==> src/rtl/ext_bus_pkg.sv <==
// Purpose: constants and types for the external byte bus controller
// Assumes: SYS_CLK_I is the host bus clock, 20 MHz
// Notes: every interval on the byte bus is a whole number of clock cycles
//
// What this block does
// - byte, half-word, word host access become 1, 2, 4 byte cycles, ascending
// - with wait_for_blank set, cycles start only in back porch or sync
// - byte cycles stay allowed while digital video output is enabled
// - with video output on, data lines carry video bytes while the sequencer is idle
// - test state drives the selected test byte; bus unused in test state
// - a 4-bit external address gives a 16-byte space from host address
// - peripheral wait low stretches the strobe; access completes after release
// - interrupt input edge of chosen polarity raises host irq when enabled
// - write strobe low at least four clocks less 3 ns
// - read strobe low at least four clocks less 3 ns
// - address and write data stable two clocks less 3 ns before strobe
// - address and write data held two clocks less 3 ns after strobe
// - both strobes high three clocks less 3 ns between byte cycles
// - peripheral reset during hardware reset and external reset command only
// - all byte bus timing counted on the host bus clock
package ext_bus_pkg;

   // ----------------------------------------------------------------
   // clock and interval times
   // ----------------------------------------------------------------
   localparam int CLK_NS = 50;
   localparam int ALLOW_NS = 3;
   localparam int SETUP_NS = 2 * CLK_NS - ALLOW_NS;
   localparam int STROBE_NS = 4 * CLK_NS - ALLOW_NS;
   localparam int HOLD_NS = 2 * CLK_NS - ALLOW_NS;
   localparam int PRECH_NS = 3 * CLK_NS - ALLOW_NS;
   // least times round up to whole cycles
   localparam logic [3:0] SETUP_CYC = 4'((SETUP_NS + CLK_NS - 1) / CLK_NS);
   localparam logic [3:0] STROBE_CYC = 4'((STROBE_NS + CLK_NS - 1) / CLK_NS);
   localparam logic [3:0] HOLD_CYC = 4'((HOLD_NS + CLK_NS - 1) / CLK_NS);
   localparam logic [3:0] PRECH_CYC = 4'((PRECH_NS + CLK_NS - 1) / CLK_NS);

   // ----------------------------------------------------------------
   // register map (word offsets are byte addresses)
   // ----------------------------------------------------------------
   localparam logic [3:0] EXT_BUS_CONTROL_OFS = 4'h0;
   localparam logic [3:0] INTERRUPT_ENABLE_OFS = 4'h4;
   localparam logic [3:0] STATUS_OFS = 4'h8;
   localparam int CTL_WAIT_BLANK_BIT = 0;
   localparam int CTL_IRQ_POL_BIT = 1;
   localparam int CTL_EXT_RESET_BIT = 2;
   localparam int IEN_EXT_BIT = 0;
   localparam int STAT_PEND_BIT = 0;
   localparam int STAT_BUSY_BIT = 1;
   localparam int STAT_WAIT_BIT = 2;
   localparam logic [2:0] CTL_RESET = 3'h0;
   localparam logic IEN_RESET = 1'b0;

   // ----------------------------------------------------------------
   // host access sizes and sequencer states
   // ----------------------------------------------------------------
   typedef enum logic [1:0] {
      SIZE_BYTE = 2'h0,
      SIZE_HALF = 2'h1,
      SIZE_WORD = 2'h2
   } access_size_t;

   typedef enum logic [2:0] {
      ST_IDLE = 3'h5,
      ST_SETUP = 3'h3,
      ST_STROBE = 3'h2,
      ST_HOLD = 3'h0,
      ST_PRECH = 3'h1
   } bus_state_t;

   function automatic logic [2:0] byte_count(input logic [1:0] size);
      byte_count = (size == SIZE_WORD) ? 3'h4 :
                   (size == SIZE_HALF) ? 3'h2 : 3'h1;
   endfunction

endpackage

==> src/rtl/interval_timer.sv <==
// Purpose: down counter that times one phase of a byte cycle
// Assumes: load and count share the system clock
// Notes: done is high while the count stands at zero
`timescale 1ns/1ps
module interval_timer
   import ext_bus_pkg::*;
(
   // clock and reset
   input wire logic clk_i,
   input wire logic rst_i,
   // control
   input wire logic load_i,
   input wire logic [3:0] count_i,
   // status
   output logic done_o
);

   logic [3:0] cnt_q;
   logic [3:0] cnt_d;

   always_comb begin
      cnt_d = cnt_q;
      if (load_i) begin
         cnt_d = count_i;
      end else if (cnt_q != 4'h0) begin
         cnt_d = cnt_q - 4'h1;
      end
   end

   always_ff @(posedge clk_i) begin
      if (rst_i) begin
         cnt_q <= 4'h0;
      end else begin
         cnt_q <= cnt_d;
      end
   end

   assign done_o = (cnt_q == 4'h0);

endmodule

==> src/rtl/irq_edge_catch.sv <==
// Purpose: edge detector with selectable polarity and sticky pending flag
// Assumes: the interrupt input is synchronous to the clock
// Notes: a new edge in the clearing cycle keeps the flag set
`timescale 1ns/1ps
module irq_edge_catch
   import ext_bus_pkg::*;
(
   // clock and reset
   input wire logic clk_i,
   input wire logic rst_i,
   // input and control
   input wire logic irq_i,
   input wire logic falling_i,
   input wire logic clear_i,
   // status
   output logic pend_o
);

   logic last_q;
   logic last_d;
   logic pend_q;
   logic pend_d;
   logic edge_seen;

   always_comb begin
      last_d = irq_i;
      edge_seen = falling_i ? (last_q & ~irq_i) : (~last_q & irq_i);
      pend_d = edge_seen | (pend_q & ~clear_i);
   end

   always_ff @(posedge clk_i) begin
      if (rst_i) begin
         last_q <= 1'b0;
         pend_q <= 1'b0;
      end else begin
         last_q <= last_d;
         pend_q <= pend_d;
      end
   end

   assign pend_o = pend_q;

endmodule

==> src/rtl/ext_byte_bus.sv <==
// Purpose: splits host accesses into strobed byte cycles on the external bus
// Assumes: SYS_CLK_I is the host bus clock; all inputs synchronous to it
// Notes: pins are registered from the next state, so they change in the same cycle as the sequencer state
//
// The register addresses and the plain strobed port are this design's own decisions.
`timescale 1ns/1ps
module ext_byte_bus
   import ext_bus_pkg::*;
(
   // clock and resets
   input wire logic SYS_CLK_I,
   input wire logic RST_I,
   input wire logic SOFT_CORE_RST_I,
   // register port
   input wire logic [3:0] REG_ADDR_I,
   input wire logic [31:0] REG_WDATA_I,
   input wire logic REG_WR_I,
   input wire logic REG_RD_I,
   output logic [31:0] REG_RDATA_O,
   // host access port
   input wire logic HOST_REQ_I,
   input wire logic HOST_WRITE_I,
   input wire logic [1:0] HOST_SIZE_I,
   input wire logic [3:0] HOST_ADDR_I,
   input wire logic [31:0] HOST_WDATA_I,
   output logic HOST_BUSY_O,
   output logic HOST_DONE_O,
   output logic [31:0] HOST_RDATA_O,
   output logic HOST_IRQ_O,
   // display timing, video and test
   input wire logic HBLANK_PORCH_SYNC_I,
   input wire logic VIDEO_OUT_EN_I,
   input wire logic [7:0] VIDEO_BYTE_I,
   input wire logic FACTORY_TEST_STATE_I,
   input wire logic [7:0] TEST_SEL_BYTE_I,
   // external byte bus pins
   input wire logic [7:0] EXT_DATA_LINES_I,
   output logic [7:0] EXT_DATA_LINES_O,
   output logic EXT_DATA_LINES_OE_N_O,
   output logic [3:0] EXT_ADDRESS_LINES_O,
   output logic EXT_WRITE_STROBE_N_O,
   output logic EXT_READ_STROBE_N_O,
   input wire logic EXT_WAIT_N_I,
   input wire logic EXT_IRQ_IN_I,
   output logic PERIPHERAL_RESET_N_O
);

   // ----------------------------------------------------------------
   // resets
   // ----------------------------------------------------------------
   // soft core reset clears the block but leaves the peripheral reset alone
   logic core_rst;
   assign core_rst = RST_I | SOFT_CORE_RST_I;

   // ----------------------------------------------------------------
   // register file
   // ----------------------------------------------------------------
   logic [2:0] ctl_q;
   logic [2:0] ctl_d;
   logic ien_q;
   logic ien_d;
   logic [31:0] rdata_q;
   logic [31:0] rdata_d;
   logic irq_pend;
   logic irq_clear;
   logic prst_n_q;
   logic prst_n_d;
   bus_state_t state_q;

   always_comb begin
      ctl_d = ctl_q;
      ien_d = ien_q;
      rdata_d = 32'h0;
      irq_clear = 1'b0;
      if (REG_WR_I) begin
         unique case (REG_ADDR_I)
            EXT_BUS_CONTROL_OFS: ctl_d = REG_WDATA_I[2:0];
            INTERRUPT_ENABLE_OFS: ien_d = REG_WDATA_I[IEN_EXT_BIT];
            STATUS_OFS: irq_clear = REG_WDATA_I[STAT_PEND_BIT];
            default: ctl_d = ctl_q;
         endcase
      end
      if (REG_RD_I) begin
         unique case (REG_ADDR_I)
            EXT_BUS_CONTROL_OFS: rdata_d = {29'h0, ctl_q};
            INTERRUPT_ENABLE_OFS: rdata_d = {31'h0, ien_q};
            STATUS_OFS: begin
               rdata_d[STAT_PEND_BIT] = irq_pend;
               rdata_d[STAT_BUSY_BIT] = (state_q != ST_IDLE);
               rdata_d[STAT_WAIT_BIT] = ~EXT_WAIT_N_I;
            end
            default: rdata_d = 32'h0;
         endcase
      end
      // peripheral reset follows hardware reset and the external command
      prst_n_d = ~ctl_d[CTL_EXT_RESET_BIT];
   end

   always_ff @(posedge SYS_CLK_I) begin
      if (core_rst) begin
         ctl_q <= CTL_RESET;
         ien_q <= IEN_RESET;
         rdata_q <= 32'h0;
      end else begin
         ctl_q <= ctl_d;
         ien_q <= ien_d;
         rdata_q <= rdata_d;
      end
   end

   // plain soft reset must not pulse the peripheral reset
   always_ff @(posedge SYS_CLK_I) begin
      if (RST_I) begin
         prst_n_q <= 1'b0;
      end else if (SOFT_CORE_RST_I) begin
         prst_n_q <= prst_n_q;
      end else begin
         prst_n_q <= prst_n_d;
      end
   end

   assign REG_RDATA_O = rdata_q;
   assign PERIPHERAL_RESET_N_O = prst_n_q;

   // ----------------------------------------------------------------
   // external interrupt
   // ----------------------------------------------------------------
   irq_edge_catch i_irq_edge_catch (
      .clk_i(SYS_CLK_I),
      .rst_i(core_rst),
      .irq_i(EXT_IRQ_IN_I),
      .falling_i(ctl_q[CTL_IRQ_POL_BIT]),
      .clear_i(irq_clear),
      .pend_o(irq_pend)
   );
   assign HOST_IRQ_O = irq_pend & ien_q;

   // ----------------------------------------------------------------
   // byte cycle sequencer
   // ----------------------------------------------------------------
   bus_state_t state_d;
   logic write_q;
   logic write_d;
   logic [3:0] base_q;
   logic [3:0] base_d;
   logic [2:0] total_q;
   logic [2:0] total_d;
   logic [1:0] idx_q;
   logic [1:0] idx_d;
   logic [31:0] data_q;
   logic [31:0] data_d;
   logic done_q;
   logic done_d;
   logic tmr_load;
   logic [3:0] tmr_count;
   logic tmr_done;
   logic start_ok;

   interval_timer i_interval_timer (
      .clk_i(SYS_CLK_I),
      .rst_i(core_rst),
      .load_i(tmr_load),
      .count_i(tmr_count),
      .done_o(tmr_done)
   );

   // blanking gate and test state both hold off a new byte cycle;
   // video output does not, the sequencer takes the lines over
   always_comb begin
      start_ok = ~FACTORY_TEST_STATE_I &
                 (~ctl_q[CTL_WAIT_BLANK_BIT] | HBLANK_PORCH_SYNC_I);
   end

   always_comb begin
      state_d = state_q;
      write_d = write_q;
      base_d = base_q;
      total_d = total_q;
      idx_d = idx_q;
      data_d = data_q;
      done_d = 1'b0;
      tmr_load = 1'b0;
      tmr_count = 4'h0;
      unique case (state_q)
         ST_IDLE: begin
            if (HOST_REQ_I) begin
               write_d = HOST_WRITE_I;
               base_d = HOST_ADDR_I;
               total_d = byte_count(HOST_SIZE_I);
               idx_d = 2'h0;
               data_d = HOST_WRITE_I ? HOST_WDATA_I : 32'h0;
               state_d = ST_PRECH;
            end
         end
         ST_SETUP: begin
            if (tmr_done) begin
               state_d = ST_STROBE;
               tmr_load = 1'b1;
               tmr_count = STROBE_CYC - 4'h1;
            end
         end
         ST_STROBE: begin
            // minimum width first, then as long as the peripheral waits
            if (tmr_done && EXT_WAIT_N_I) begin
               if (!write_q) begin
                  data_d[8*idx_q +: 8] = EXT_DATA_LINES_I;
               end
               state_d = ST_HOLD;
               tmr_load = 1'b1;
               tmr_count = HOLD_CYC - 4'h1;
            end
         end
         ST_HOLD: begin
            if (tmr_done) begin
               state_d = ST_PRECH;
               tmr_load = 1'b1;
               tmr_count = PRECH_CYC - 4'h1;
               idx_d = idx_q + 2'h1;
               if ({1'b0, idx_q} + 3'h1 == total_q) begin
                  done_d = 1'b1;
                  state_d = ST_IDLE;
               end
            end
         end
         ST_PRECH: begin
            // entry from idle waits out whatever precharge the timer still holds
            if (tmr_done && start_ok) begin
               state_d = ST_SETUP;
               tmr_load = 1'b1;
               tmr_count = SETUP_CYC - 4'h1;
            end
         end
      endcase
   end

   always_ff @(posedge SYS_CLK_I) begin
      if (core_rst) begin
         state_q <= ST_IDLE;
         write_q <= 1'b0;
         base_q <= 4'h0;
         total_q <= 3'h1;
         idx_q <= 2'h0;
         data_q <= 32'h0;
         done_q <= 1'b0;
      end else begin
         state_q <= state_d;
         write_q <= write_d;
         base_q <= base_d;
         total_q <= total_d;
         idx_q <= idx_d;
         data_q <= data_d;
         done_q <= done_d;
      end
   end

   // host stays pending until the last byte cycle has finished
   assign HOST_BUSY_O = (state_q != ST_IDLE);
   assign HOST_DONE_O = done_q;
   assign HOST_RDATA_O = data_q;

   // ----------------------------------------------------------------
   // pin drivers
   // ----------------------------------------------------------------
   logic [7:0] dl_q;
   logic [7:0] dl_d;
   logic dl_oe_n_q;
   logic dl_oe_n_d;
   logic [3:0] al_q;
   logic [3:0] al_d;
   logic wr_n_q;
   logic wr_n_d;
   logic rd_n_q;
   logic rd_n_d;
   logic in_cycle;

   // pins follow next state, so setup, strobe and hold line up exactly
   always_comb begin
      in_cycle = (state_d == ST_SETUP) || (state_d == ST_STROBE) ||
                 (state_d == ST_HOLD);
      al_d = al_q;
      if (in_cycle) begin
         al_d = base_q + {2'h0, idx_q};
      end
      wr_n_d = ~((state_d == ST_STROBE) & write_q);
      rd_n_d = ~((state_d == ST_STROBE) & ~write_q);
      dl_d = 8'h0;
      dl_oe_n_d = 1'b1;
      if (FACTORY_TEST_STATE_I) begin
         dl_d = TEST_SEL_BYTE_I;
         dl_oe_n_d = 1'b0;
      end else if (in_cycle && write_q) begin
         dl_d = data_q[8*idx_q +: 8];
         dl_oe_n_d = 1'b0;
      end else if (state_d == ST_IDLE && VIDEO_OUT_EN_I) begin
         dl_d = VIDEO_BYTE_I;
         dl_oe_n_d = 1'b0;
      end
   end

   always_ff @(posedge SYS_CLK_I) begin
      if (core_rst) begin
         dl_q <= 8'h0;
         dl_oe_n_q <= 1'b1;
         al_q <= 4'h0;
         wr_n_q <= 1'b1;
         rd_n_q <= 1'b1;
      end else begin
         dl_q <= dl_d;
         dl_oe_n_q <= dl_oe_n_d;
         al_q <= al_d;
         wr_n_q <= wr_n_d;
         rd_n_q <= rd_n_d;
      end
   end

   assign EXT_DATA_LINES_O = dl_q;
   assign EXT_DATA_LINES_OE_N_O = dl_oe_n_q;
   assign EXT_ADDRESS_LINES_O = al_q;
   assign EXT_WRITE_STROBE_N_O = wr_n_q;
   assign EXT_READ_STROBE_N_O = rd_n_q;

endmodule

==> config.mk <==
export PLATFORM = sky130hd
export DESIGN_NAME = ext_byte_bus
export DESIGN_NICKNAME = d
export VERILOG_FILES = /design/src/rtl/ext_bus_pkg.sv /design/src/rtl/interval_timer.sv /design/src/rtl/irq_edge_catch.sv /design/src/rtl/ext_byte_bus.sv
export SDC_FILE = /design/constraint.sdc
export NUM_CORES = 1
export LEC_CHECK = 0
export BUFFER_PORTS_ARGS = -buffer_cell sky130_fd_sc_hd__buf_4
export CELL_PAD_IN_SITES_DETAIL_PLACEMENT = 2
export CELL_PAD_IN_SITES_GLOBAL_PLACEMENT = 2
export CORE_MARGIN = 3
export CORE_UTILIZATION = 29
export CTS_BUF_LIST = sky130_fd_sc_hd__clkbuf_4
export CTS_CLUSTER_DIAMETER = 100
export DETAILED_ROUTE_END_ITERATION = 8
export PLACE_DENSITY = 0.86
export SETUP_SLACK_MARGIN = 0.05
export SYNTH_ARGS = -nofsm -noshare
export SYNTH_HDL_FRONTEND = slang
export SYNTH_SLANG_ARGS = --single-unit
==> constraint.sdc <==
create_clock -name SYS_CLK_I -period 5.6 [get_ports SYS_CLK_I]
set_clock_uncertainty 0.1 [all_clocks]
set_input_delay 0 -clock SYS_CLK_I [delete_from_list [all_inputs] [get_ports SYS_CLK_I]]
set_output_delay 0 -clock SYS_CLK_I [all_outputs]
set_load 0.01 [all_outputs]
# Word level (Yosys, flattened, before mapping)
# Index checks and enable logic that the tools add are counted.
# word_totals
reg_bits	104
out_inout_bits	83
in_bits	110
# op_classes
reduce_logical	22
n_eq_ne	17
bitwise_logic	23
n_shift	3
n_mux	42
add_sub_neg	5
# op_table
operator	count
32-bit 2-to-1 mux	4
32-bit one-hot mux with 2 select lines	1
5-bit negator with 34-bit output	1
8-bit by 34-bit variable shift with 32-bit output, first input constant	1
8-bit by 34-bit variable part select with 32-bit output	1
32-bit bitwise mux	1
32-bit by 6-bit variable part select with 8-bit output	1
3-bit 2-to-1 mux	9
8-bit 2-to-1 mux	3
3-bit one-hot mux with 5 select lines	1
1-bit inverter	13
3-bit by 2-bit == test with 1-bit output, second input constant	4
1-bit 2-to-1 mux	12
2-bit 2-to-1 mux	5
3-bit one-hot mux with 3 select lines	1
4-bit logical NOT	2
4-bit 2-to-1 mux	2
2-bit inequality test, second input constant	4
2-bit one-hot mux with 4 select lines	1
1-bit bitwise AND	7
3-bit == test, second input constant	2
3-bit logical NOT	2
2-bit AND reduction	3
2-bit nonzero test	3
other kinds (21)	28

# Depth between registers and ports, before layout
# logic_depth
depth_word	12
mapped_depth	9

# By module
# From an unflattened synthesis, not the netlist that was laid out.
# hier_totals
hier_cells	473
hier_area_um2	4095.2
# by_module_without_submodules
module	instances	area_per_inst_um2	cells_per_inst
ext_byte_bus	1	3791.1	442
interval_timer	1	229.0	24
irq_edge_catch	1	75.1	7

# Worst setup path after synthesis
# Ideal clock, no wire load.
# synth_path
path_type	reg2reg
startpoint	reg idx_q[0]
endpoint	reg dl_q[6] (netlist: EXT_DATA_LINES_O[6])
slack_ns	3.053
stages_incl_launch_ff	10
setup_ns	0.095
required_ns	5.405
synth_period_minus_slack_ns	2.547
arrival_ns	2.352
cell_sequence	dfxtp_1 buf_2 inv_1 ha_1 clkbuf_1 xnor2_1 nand3_1 o21ai_2 a31oi_1 a221oi_1
# synth_via
elab_chain_len	11
# synth_rtl
item	line_no	text
from (decl)	ext_byte_bus.sv:148	logic [1:0] idx_q;
from (signal assigned)	ext_byte_bus.sv:250	idx_q <= idx_d;
2-bit by 1-bit adder with 3-bit output	ext_byte_bus.sv:219	if ({1'b0, idx_q} + 3'h1 == total_q) begin
3-bit == test	ext_byte_bus.sv:219	
3-bit 2-to-1 mux	ext_byte_bus.sv:219	
3-bit 2-to-1 mux	ext_byte_bus.sv:214	if (tmr_done) begin
3-bit one-hot mux with 5 select lines	ext_byte_bus.sv:184	unique case (state_q)
3-bit by 2-bit == test with 1-bit output	ext_byte_bus.sv:278	in_cycle = (state_d == ST_SETUP) || (state_d == ST_STROBE) ||
1-bit logical OR (2 in a row)	ext_byte_bus.sv:278	
1-bit logical AND	ext_byte_bus.sv:291	end else if (in_cycle && write_q) begin
8-bit 2-to-1 mux (*)	ext_byte_bus.sv:291	
8-bit 2-to-1 mux (*)	ext_byte_bus.sv:288	if (FACTORY_TEST_STATE_I) begin
to (signal assigned)	ext_byte_bus.sv:308	dl_q <= dl_d;
to (decl)	ext_byte_bus.sv:264	logic [7:0] dl_q;
# Every way passes the cells marked *; elsewhere a longest branch is shown, timed or not.
# A chain may end at the register's enable or synchronous reset.

# Worst setup path in the final report
# layout_path
startpoint	reg idx_q[0]
endpoint	reg dl_q[5] (netlist: EXT_DATA_LINES_O[5])
# Same word-level chain as after synthesis.

==> key figures <==
Run status
  – Status: complete, no violations

Global routing
  – Global-route wire length before repair: 34100 µm
  – Largest net degree at the start of global routing: 63
  – All-Layer GR Usage: ~28%
  – Vias in the first global route: ~5400
  – Initial antenna violation count: 3
  – GRT overflow: 0

Synthesis
  – Most used DFF post-synth: dfxtp_1
  – Post-synth top cells: dfxtp_1 (75), nor2_1 (50), a211oi_1 (32), nand2_1 (32)
  – Sequential element share of the synthesized area: between 30% and 40%
  – Post-synth EDFFs: 0
  – Async S/R FF share, synth: 0%
  – Post-synthesis cell type count: 60
  – Mapped Cells: between 400 and 500
  – Synthesized area: between 4000 and 5000 µm²
  – Syn_area_per_cell: just over 9 µm²
  – Warning count from the yosys run: 0
  – #FFs+latches synth: 75
  – Synth area leaders: dfxtp_1 (36%), a211oi_1 (5.8%), a22oi_1 (5.5%)
  – Synth area leader: dfxtp_1
  – Count leader, synth: dfxtp_1
  – Synth top area share: a little over a third

Timing
  – Period utilization: roughly 74%
  – Final Max Slew Viols: 0
  – Hold WS: approximately 0.053 ns
  – Worst-Margin Slew: between 0.9 and 1 ns
  – Min Tclk post-route: 4.17 ns
  – Setup TNS: 0 ns
  – RSZ-0062 raised after global routing: false
  – Hold violation total from the final report: 0
  – Final setup fails: 0
  – Fmax: 240 MHz
  – Worst slew margin: about two fifths

Floorplan
  – Chip height: ~130 µm
  – Die width: approximately 130 µm
  – Core Area: around 14000 µm²
  – Die area: about 16000 µm²
  – Row cnt: 42
  – I/O Pins: around 190
  – Initial Util: between 30% and 40%

Place
  – Number of port buffers: 134
  – GPL Wtd Cong: 0.862
  – Hpwl dp: ~12000 µm

Power
  – VDD IR max: between 0.1 and 0.15 mV
  – Lkg Pwr: 2.59 nW
  – Pwr dens: between 150 and 200 nW/µm²

Min path
  – HP Class: input port to flip-flop

CTS
  – Root buf cell: clkbuf_4
  – Total CTS buffers: 9
  – Number of H-tree levels: 3
  – Post-CTS Setup Inserts: 0
  – Post_cts resized: 0
  – Clock slew at reported path FFs: between 0.1 and 0.15 ns
  – CTS tree: built
  – Clk buf depth: 2
  – Clock latency on the worst-skew pair: 0.49 ns
  – TritonCTS Sinks: between 70 and 80

Setup path
  – Startpoint types: flip-flop
  – Crit-path max FO: 14
  – CP Data Arrival Time: 4.49 ns
  – Critical path class: flip-flop to flip-flop
  – Crit path required time: around 6 ns
  – Kind of end point of the critical path: flip-flop

Finish
  – Layout Nets: 804
  – Share of layout cells above drive strength 1: between 20% and 30%
  – Final Util: 46.2%
  – Layout area overhead: 52.3%

Routing
  – Antenna viol nets, final: 0
  – Drt initial violations: approximately 420
  – Vias: 4729
  – Avg WL per Cell: ~26 µm
  – Drt drc: 0
  – DR vias/cell: approximately 5.4
  – Routed WL: between 20000 and 25000 µm
  – DRT Pass-1 Iters: 5

Flow run
  – Max-cap violation count: 0
[sequential cells by signal, summed over array words and instances, names as in the netlist, 2 cells and up]
| register | flops |
|---|---|
| state_q | 3 |
| EXT_ADDRESS_LINES_O | 4 |
| base_q | 4 |
| EXT_DATA_LINES_O | 8 |
| HOST_RDATA_O | 32 |
| i_interval_timer.cnt_q | 4 |
| ctl_q | 3 |
| total_q | 3 |
| idx_q | 2 |
| REG_RDATA_O | 3 |
[stage by stage]
step	cell area (µm²)	cells	power (W)	setup slack, ns
after floorplan	4240	482	0.000751	3.05
after global placement	5060	737	0.000831	2.44
after detailed placement	5060	737	0.000846	2.29
after CTS	6280	864	0.00120	1.74
after global routing	6290	867	0.00130	1.18
final	6290	868	0.00125	1.43
[routing by layer]
layer / global-route usage [%] / routed length, µm / vias to the layer above
met5: 1.55 / 34 / -
met4: 17.5 / 1440 / 2
met3: 5.63 / 1280 / 86
met2: 51.3 / 12000 / 233
met1: 30.3 / 8210 / 2350
li1: - / - / 2058
[layout by cell type (no fill, tap or decap), drive strengths merged, types with 6 or more instances in the layout]
cell type and instances:
xnor2 6, nand3 9, inv 21, dlygate4sd3 112, clkbuf 11, nand4 8
a31oi 11, conb 29, nor3 11, mux2i 6, ha 9, a211oi 34
a22oi 30, mux4 8, buf 138, a221oi 8, o21ai 7, a21oi 23
nor2 51, dfxtp 75, nand2 32
[cell type report]
class	count	area [µm²]
Fill cell	1475	7320
Timing Repair Buffer	250	2160
Clock inverter	4	18.8
Clock buffer	11	82.6
Antenna cell	4	10.0
Inverter	21	78.8
Tap cell	176	220
Multi-Input combinational cell	327	2220
Sequential cell	75	1500
[worst max-delay path, cell delays in order (launching register included)]
cell,delay (ns)
dfxtp_1,0.95
inv_1,0.31
ha_1,0.55
xnor2_1,0.44
nand3_1,0.26
o21ai_2,0.45
a31oi_1,0.15
a221oi_1,0.30
dlygate4sd3_1,0.58
[timing repair]
item                       4_1_cts  5_1_grt
hold buffers                   112        0
hold endpoints to repair        63        0
setup endpoints to repair        0        0
[worst paths after layout]
| kind | from | to | slack (ns) | cells after the start |
|---|---|---|---|---|
| worst max-delay path | idx_q[0] | EXT_DATA_LINES_O[5] | 1.43 | 8 |
| worst min register to register | base_q[1] | base_q[1] | 0.40 | 2 |
| worst min-delay path | EXT_DATA_LINES_I[6] | HOST_RDATA_O[14] | 0.05 | 5 |
| worst max register to register | idx_q[0] | EXT_DATA_LINES_O[5] | 1.43 | 8 |
[power breakdown]
part / internal [W] / switching [W] / leakage, nW
sequential: 0.000555 / 0.0000297 / 0.611
combinational: 0.000162 / 0.000187 / 1.92
clock: 0.0000954 / 0.000224 / 0.0639
total: 0.000812 / 0.000441 / 2.59
[logic make-up (layout without fill, tap and decap cells)]
family	after synthesis	after routing	share of synthesized area [%]
simple gates	144	144	18.5
compound gates	123	123	22.2
buf+inv	80	286	12.4
flops	75	75	36.3
mux	14	14	5.81
fa+ha+maj	10	10	3.21
xor+xnor	7	7	1.48
other cells	1	33	0.0908
No activity file was read; power rests on OpenSTA's default activity.
